`config.mk`:
```
export PLATFORM = sky130hd
export DESIGN_NAME = ccd_frame_readout_sequencer
export DESIGN_NICKNAME = d
export VERILOG_FILES = /design/src/ccd_readout_pkg.sv /design/src/ccd_frame_readout_sequencer.sv
export SDC_FILE = /design/constraint.sdc
export NUM_CORES = 1
export LEC_CHECK = 0
export BUFFER_PORTS_ARGS = -buffer_cell sky130_fd_sc_hd__buf_2
export CORE_MARGIN = 3
export CORE_UTILIZATION = 60
export DETAILED_ROUTE_END_ITERATION = 8
export PLACE_DENSITY = 0.8
export SKIP_LAST_GASP = 1
export SLEW_MARGIN = 20
export SYNTH_ARGS = -nofsm -noshare
export SYNTH_HDL_FRONTEND = slang
export SYNTH_SLANG_ARGS = --single-unit
```
`constraint.sdc`:
```
create_clock -name i_mclk -period 6.4 [get_ports i_mclk]
set_clock_uncertainty 0.15 [all_clocks]
set_input_delay 1.28 -clock i_mclk [delete_from_list [all_inputs] [get_ports i_mclk]]
set_output_delay 1.28 -clock i_mclk [all_outputs]
set_load 0.05 [all_outputs]
```
`src/ccd_readout_pkg.sv`:
```
// shared constants and types for the ccd readout controller, plus its pixel-rate divider
package ccd_readout_pkg;
   localparam int LINES = 488; // image lines per frame
   localparam int COLS = 780; // elements per line
   localparam int DARK_COLS = 26; // shielded columns at left edge
   localparam int ISO_LINES = 4; // dark isolation lines
   localparam int ROWS = LINES + ISO_LINES; // parallel shifts per frame transfer
   localparam int CLK_HZ = 10_000_000; // i_mclk rate
   localparam int CLK_NS = 1_000_000_000 / CLK_HZ; // clock period in ns
   localparam int CLEAR_NS = 1000; // least clearing pulse width, ns
   localparam int CLEAR_CYC = (CLEAR_NS + CLK_NS - 1) / CLK_NS; // rounded up
   localparam int PIX_DIV = 2; // clock cycles per pixel-rate tick
   localparam int EXP_W = 24; // exposure counter width
   localparam logic [1:0] PH_RESET = 2'h0; // node reset phase
   localparam logic [1:0] PH_REFSAMP = 2'h1; // reset level sample phase
   localparam logic [1:0] PH_SHIFT = 2'h2; // serial shift phase
   localparam logic [1:0] PH_SIGSAMP = 2'h3; // signal level sample phase

   typedef enum logic [1:0] {
      MODE_PROG = 2'h0,
      MODE_SUM = 2'h1,
      MODE_SKIP = 2'h2
   } scan_mode_t;

   typedef enum logic [6:0] {
      S_IDLE = 7'h01,
      S_CLEAR = 7'h02,
      S_EXPOSE = 7'h04,
      S_FXFER = 7'h08,
      S_LXFER = 7'h10,
      S_DUMP = 7'h20,
      S_SHIFT = 7'h40
   } state_t;

   typedef struct packed {
      logic image_area_gate_clock;
      logic storage_area_gate_clock;
      logic serial_shift_gate_clock;
      logic sense_node_reset_gate;
      logic line_dump_transfer_gate;
      logic od_clear_pulse; // overflow_drain_bias raised for clearing
      logic od_neg_pulse; // overflow_drain_bias lowered during transfer
   } gate_bus_t;

   typedef struct packed {
      scan_mode_t mode;
      logic field; // 0: lines 1+2 / odd kept, 1: lines 2+3 / even kept
      logic [1:0] pix_sum; // elements summed on the node, minus one
      logic [EXP_W-1:0] expose_cyc; // integration time in clock cycles
   } frame_cfg_t;
endpackage

////////////////////////////////////////////////////////////////////////////////
module pixel_tick_divider import ccd_readout_pkg::*; #(
   parameter int DIV = PIX_DIV
) (
   input wire logic i_mclk, // system clock
   input wire logic i_resetn, // sync reset, active low
   output logic o_tick // one-cycle pixel-rate enable
);
   localparam int CW = (DIV > 1) ? $clog2(DIV) : 1;
   localparam logic [CW-1:0] LAST = CW'(DIV - 1);
   logic [CW-1:0] cnt;

   generate
      if (DIV < 1) begin : g_bad
         $error("pixel_tick_divider: DIV must be at least 1");
      end
   endgenerate

   // free-running divide counter
   always_ff @(posedge i_mclk) begin
      if (!i_resetn) begin
         cnt <= '0;
         o_tick <= 1'b0;
      end else begin
         cnt <= (cnt == LAST) ? '0 : cnt + 1'b1;
         o_tick <= (cnt == LAST);
      end
   end
endmodule

```
`src/ccd_frame_readout_sequencer.sv`:
```
// timing controller driving a frame-transfer ccd through clearing, transfer and readout
module ccd_frame_readout_sequencer import ccd_readout_pkg::*; #(
   parameter int NCOLS = COLS,
   parameter int NLINES = LINES,
   parameter int DIV = PIX_DIV
) (
   input wire logic i_mclk, // 10 MHz system clock
   input wire logic i_resetn, // sync reset, active low
   input wire logic i_start, // frame request pulse
   input wire frame_cfg_t i_cfg, // frame settings, taken with i_start
   output gate_bus_t o_gates, // gate clocks and drain pulses
   output logic o_sample_reset, // strobe: sample reset level
   output logic o_sample_signal, // strobe: sample signal level
   output logic o_dark_ref, // current sample is dark reference
   output logic o_line_start, // pulse at start of a line readout
   output logic o_frame_done, // pulse at end of frame
   output logic o_busy, // sequence in progress
   output logic o_exposing // integration interval running
);
   localparam int NROWS = NLINES + ISO_LINES;
   localparam logic [9:0] COL_LAST = 10'(NCOLS - 1);
   localparam logic [9:0] DARK_L = 10'(DARK_COLS);
   localparam logic [8:0] ROW_LAST = 9'(NROWS - 1);
   localparam logic [8:0] ROW_END = 9'(NROWS);
   localparam logic [8:0] ISO_L = 9'(ISO_LINES);
   localparam logic [EXP_W-1:0] CLEAR_LAST = EXP_W'(CLEAR_CYC - 1);
   localparam logic [EXP_W-1:0] CLEAR_LEN = EXP_W'(CLEAR_CYC);

   generate
      if (NCOLS < DARK_COLS + 1 || NCOLS > 1023 || NROWS > 511 || NLINES < 2) begin : g_bad
         $error("ccd_frame_readout_sequencer: geometry out of range");
      end
   endgenerate

   state_t state;
   frame_cfg_t cfg;
   logic tick;
   logic half;
   logic pair_open;
   logic [1:0] ph;
   logic [1:0] sum_cnt;
   logic [9:0] col;
   logic [8:0] row;
   logic [EXP_W-1:0] cnt;

   ////////////////////////////////////////////////////////////////////////////
   // single pixel-rate counter feeds every gate clock
   pixel_tick_divider #(.DIV(DIV)) u_div (
      .i_mclk(i_mclk),
      .i_resetn(i_resetn),
      .o_tick(tick)
   );

   ////////////////////////////////////////////////////////////////////////////
   // line disposition decode for the line being transferred
   wire is_iso = row < ISO_L;
   wire [8:0] img = row - ISO_L;
   wire is_last = (row == ROW_LAST);
   wire keep_skip = cfg.field ? img[0] : ~img[0];
   wire pair_first = (cfg.field ? img[0] : ~img[0]) && !is_last;
   wire go_pair = !pair_open && !is_iso && cfg.mode == MODE_SUM && pair_first;
   wire go_shift = pair_open || (!is_iso && (cfg.mode == MODE_PROG ||
                   (cfg.mode == MODE_SKIP && keep_skip)));
   wire edge_end = tick && half;
   wire pix_end = tick && ph == PH_SIGSAMP;
   wire sum_last = (sum_cnt == cfg.pix_sum);
   wire rows_done = (row == ROW_END);

   ////////////////////////////////////////////////////////////////////////////
   // sequencer: clear, expose, frame transfer, then line by line
   always_ff @(posedge i_mclk) begin
      if (!i_resetn) begin
         state <= S_IDLE;
         cfg <= '0;
         cnt <= '0;
         half <= 1'b0;
         row <= '0;
         col <= '0;
         ph <= PH_RESET;
         sum_cnt <= '0;
         pair_open <= 1'b0;
      end else begin
         case (state)
            S_IDLE: begin
               if (i_start) begin
                  cfg <= i_cfg;
                  cnt <= '0;
                  state <= S_CLEAR;
               end
            end
            S_CLEAR: begin
               cnt <= cnt + 1'b1;
               if (cnt == CLEAR_LAST) begin
                  cnt <= '0;
                  state <= S_EXPOSE;
               end
            end
            S_EXPOSE: begin
               cnt <= cnt + 1'b1;
               if (cnt >= cfg.expose_cyc) begin
                  half <= 1'b0;
                  row <= '0;
                  state <= S_FXFER;
               end
            end
            S_FXFER: begin
               if (tick) begin
                  half <= ~half;
               end
               if (edge_end) begin
                  row <= is_last ? '0 : row + 1'b1;
                  if (is_last) begin
                     state <= S_LXFER;
                  end
               end
            end
            S_LXFER: begin
               if (tick) begin
                  half <= ~half;
               end
               if (edge_end) begin
                  row <= row + 1'b1;
                  if (go_pair) begin
                     pair_open <= 1'b1;
                  end else if (go_shift) begin
                     pair_open <= 1'b0;
                     col <= '0;
                     ph <= PH_RESET;
                     sum_cnt <= '0;
                     state <= S_SHIFT;
                  end else begin
                     state <= S_DUMP;
                  end
               end
            end
            S_DUMP: begin
               if (tick) begin
                  half <= ~half;
               end
               if (edge_end) begin
                  state <= rows_done ? S_IDLE : S_LXFER;
               end
            end
            S_SHIFT: begin
               if (tick) begin
                  ph <= ph + 1'b1;
               end
               if (pix_end) begin
                  sum_cnt <= sum_last ? '0 : sum_cnt + 1'b1;
                  col <= col + 1'b1;
                  if (col == COL_LAST) begin
                     state <= rows_done ? S_IDLE : S_LXFER;
                  end
               end
            end
            default: state <= S_IDLE;
         endcase
      end
   end

   ////////////////////////////////////////////////////////////////////////////
   // gate and strobe decode by state and phase; image and storage clocks run together in frame transfer
   wire in_shift = (state == S_SHIFT);
   wire seq_end = rows_done && ((state == S_DUMP && edge_end) ||
                  (in_shift && pix_end && col == COL_LAST));
   gate_bus_t next_gates;
   assign next_gates.image_area_gate_clock = (state == S_FXFER) && half;
   assign next_gates.storage_area_gate_clock = (state == S_FXFER || state == S_LXFER) && half;
   assign next_gates.serial_shift_gate_clock = in_shift && ph == PH_SHIFT;
   assign next_gates.sense_node_reset_gate = in_shift && ph == PH_RESET &&
                                             sum_cnt == 2'h0;
   assign next_gates.line_dump_transfer_gate = (state == S_DUMP) && half;
   assign next_gates.od_clear_pulse = (state == S_CLEAR);
   assign next_gates.od_neg_pulse = (state == S_FXFER);
   wire next_sample_reset = in_shift && tick && ph == PH_REFSAMP && sum_cnt == 2'h0;
   wire next_sample_signal = in_shift && pix_end && sum_last;
   wire next_dark = in_shift && col < DARK_L;
   wire next_line_start = (state == S_LXFER) && edge_end && go_shift;

   // registered outputs
   always_ff @(posedge i_mclk) begin
      if (!i_resetn) begin
         o_gates <= '0;
         o_sample_reset <= 1'b0;
         o_sample_signal <= 1'b0;
         o_dark_ref <= 1'b0;
         o_line_start <= 1'b0;
         o_frame_done <= 1'b0;
         o_busy <= 1'b0;
         o_exposing <= 1'b0;
      end else begin
         o_gates <= next_gates;
         o_sample_reset <= next_sample_reset;
         o_sample_signal <= next_sample_signal;
         o_dark_ref <= next_dark;
         o_line_start <= next_line_start;
         o_frame_done <= seq_end;
         o_busy <= (state != S_IDLE) && !seq_end;
         o_exposing <= (state == S_EXPOSE);
      end
   end

   ////////////////////////////////////////////////////////////////////////////
   // checks: helper counters for clearing width, transfer and shift counts
   logic [9:0] fx_cnt;
   logic [9:0] ser_cnt;
   logic [EXP_W-1:0] clr_run;
   always_ff @(posedge i_mclk) begin
      if (!i_resetn) begin
         fx_cnt <= '0;
         ser_cnt <= '0;
         clr_run <= '0;
      end else begin
         // cycles the clearing pulse has stood so far
         clr_run <= o_gates.od_clear_pulse ? clr_run + 1'b1 : '0;
         if (next_gates.image_area_gate_clock && !o_gates.image_area_gate_clock) begin
            fx_cnt <= fx_cnt + 1'b1;
         end else if (state == S_IDLE) begin
            fx_cnt <= '0;
         end
         // cleared while the line transfer stands, so the count survives to its rise
         if (o_gates.storage_area_gate_clock) begin
            ser_cnt <= '0;
         end else if (next_gates.serial_shift_gate_clock &&
                      !o_gates.serial_shift_gate_clock) begin
            ser_cnt <= ser_cnt + 1'b1;
         end
      end
   end
endmodule

```
==> results.json <==
{
  "regArea_sq_um": 2022,
  "grt_pass1_vias": 4220,
  "wire_per_inst_um": 14.32,
  "synth.distinct_cells": 61,
  "cts_tree": "built",
  "cts.sinks": 101,
  "hold_depth": 1,
  "hold_violations": 0,
  "htreeDepth": 3,
  "root_buffer": "clkbuf_8",
  "start_kind": "flop",
  "place_area_sq_um": 5358,
  "grt_pass1_wl_um": 19040,
  "crit_required_ps": 6550,
  "start_util_pct": 63.90,
  "numCtsBuffers": 9,
  "fin_crit_ps": 2860,
  "drive_above_1_share_pct": 10.91,
  "worstPathArrival_ps": 3010,
  "cts_hold_buf": 0,
  "dieArea_sq_um": 9627,
  "grt_max_degree": 41,
  "hold_slack_ps": 261.9,
  "drc": 0,
  "routed-via-count": 4529,
  "grt.total_usage_pct": 23.55,
  "final_cell_area_sq_um": 5523,
  "post_cts_resized": 0,
  "synth_edf_count": 0,
  "routabilityCongestion": 0.9518,
  "crit_path_top_delay_cell": "nor4_2",
  "crit_family": "compound AO/OA/AOI/OAI gates",
  "portBuffers": 45,
  "layout_common_cells": "101 x nand2_1, 101 x dfxtp_1, 70 x a21oi_1",
  "powerDensity_nw_per_um2": 209.5,
  "drv_cap": 0,
  "ys_ff_latch": 101,
  "rsz0062_at_grt": "false",
  "area_growth_pct": 8.479,
  "min_period_over_period_pct": 44.68,
  "synth_area_leaders": "dfxtp_1 40%, ha_1 8.4%, nand2_1 7.4%",
  "ant_nets": 0,
  "postSynthAreaPerCell_sq_um": 7.955,
  "leakagePower_nw": 2.119,
  "synth_top_area_share_pct": 39.71,
  "synth_area_leader_cell": "dfxtp_1",
  "num_rows": 32,
  "dp_hpwl_um": 8146,
  "fin_nets": 741,
  "ys_async_sr_fraction_pct": 0,
  "setup_ws_ps": 3540,
  "die_w_um": 98.12,
  "synth_warnings": 0,
  "ios": 46,
  "num-fill-cells": 653,
  "cpPeakStageDelay_ps": 550,
  "vdd_drop_max_mv": 0.1390,
  "stdcell_count": 780,
  "netlist_area_sq_um": 5091,
  "slew_violations": 0,
  "drt_wl_total_um": 11170,
  "critPathKind": "reg -> reg",
  "pre_cts_ws_ps": 3243,
  "yosysSeqAreaShare_pct": 39.71,
  "cp_max_fo": 9,
  "die_h_um": 98.12,
  "clock_latency_ps": 350,
  "drtPass1Iterations": 5,
  "max_slew.worst_pin.slew_ps": 1063,
  "antenna_found_initial": 0,
  "multiInputGateArea_sq_um": 2806,
  "synth.net_count": 706,
  "cts_setup_buffers": 0,
  "clkSlewWorstSetupHoldPaths_ps": 90,
  "maxSlewHeadroom_pct": 29.16,
  "dp_cells": 766,
  "cp-end-kind": "flop",
  "drtIter0Drc": 255,
  "grt-ovfl-total": 0,
  "clockBufferDepth": 2,
  "worstPathCellList": "nor4_2 -> nand3_1 -> a2111oi_0 -> a31o_1 -> mux2_4 -> nor2_2",
  "syn_inst": 640,
  "hold_path_class": "reg -> reg",
  "diodes": 0,
  "synth_flop_cell": "dfxtp_1",
  "setup_tns_ps": 0,
  "cp_num_buf_inv": 0,
  "status": "finished clean",
  "cp.depth": 6,
  "r2r_cells": 6,
  "vias_per_cell": 5.806,
  "finalSetupViolations": 0,
  "max_freq_ghz": 0.3497,
  "core_area_sq_um": 7968
}
==> state kept, by name, indices dropped and copies added, names as in the netlist <==
name,cells
pair_open,1
state,7
o_dark_ref,1
o_line_start,1
u_div.cnt,1
o_sample_reset,1
sum_cnt,2
o_busy,1
col,10
o_frame_done,1
half,1
u_div.o_tick,1
o_gates,7
cnt,24
o_sample_signal,1
o_exposing,1
cfg,29
ph,2
row,9
==> where the power goes <==
| group | switching (mW) | total (mW) | leakage, nW | internal [mW] |
|---|---|---|---|---|
| combinational | 0.0877 | 0.134 | 1.21 | 0.0460 |
| sequential | 0.0165 | 0.666 | 0.819 | 0.649 |
| clock | 0.200 | 0.358 | 0.0881 | 0.158 |
| total | 0.304 | 1.16 | 2.12 | 0.853 |
==> logic make-up (layout without fill, tap and decap cells) <==
group                    after synthesis  count (layout)  synth area share (%)
flip-flops                           101             101                 39.71
buffers and inverters                 67             105                 5.161
multiplexers                           3               3                0.6881
AO/OA/AOI/OAI                        129             129                 14.87
adder cells (fa/ha/maj)               34              34                 8.356
XOR/XNOR                              21              21                 3.613
AND/OR/NAND/NOR                      285             285                 27.60
==> layout make-up <==
class	count	share of cell area (%)
multi-input cells	472	50.82
flip-flops and latches	101	36.61
repair buffers	46	4.214
inverters	45	3.058
clock buffers	12	2.809
well taps	102	2.311
clock inverters	2	0.1812
==> worst reg2reg max path, cell delays in order (launching register included) <==
cell	delay, ps
dfxtp_1	390
nor4_2	550
nand3_1	260
a2111oi_0	540
a31o_1	500
mux2_4	340
nor2_2	70
==> per-layer routing <==
metal | vias up | part of all wire (%) | GRT usage (%) | wire length (um)
met1 | 2086 | 46 | 31.09 | 5164
met2 | 141 | 46 | 39.01 | 5185
met4 | 0 | 1.4 | 6.709 | 157
li1 | 2286 | - | - | -
met5 | - | 0 | 0 | 0
met3 | 16 | 5.9 | 4.929 | 659
==> cells in the mapped netlist (all sizes together), types with 3 or more instances <==
master / count
nand2: 102
dfxtp: 101
a21oi: 70
nor2: 64
inv: 45
ha: 34
o21ai: 29
nand3: 23
nor3: 18
nand4: 17
clkbuf: 16
or3: 14
nor4: 13
xnor2: 13
xor2: 8
and3: 7
and2: 6
buf: 6
o21a: 6
a21o: 3
a22oi: 3
nand2b: 3
o211ai: 3
or4: 3
==> stage by stage <==
| stage | power, mW | utilization [%] |
|---|---|---|
| floorplan | 0.7750 | - |
| global placement | 0.8088 | 67.24 |
| detailed placement | 0.8134 | 67.24 |
| CTS | 1.165 | 69.32 |
| global route | 1.207 | 69.32 |
| finish | 1.157 | 69.32 |
==> final timing paths <==
check / startpoint / end / slack [ps]
setup / recovery: state[3] / row[1] / 3540
hold / removal: u_div.cnt / u_div.cnt / 260
setup reg to reg: state[3] / row[1] / 3540
hold reg to reg: u_div.cnt / u_div.cnt / 260
Power figures use the tool's default switching activity.
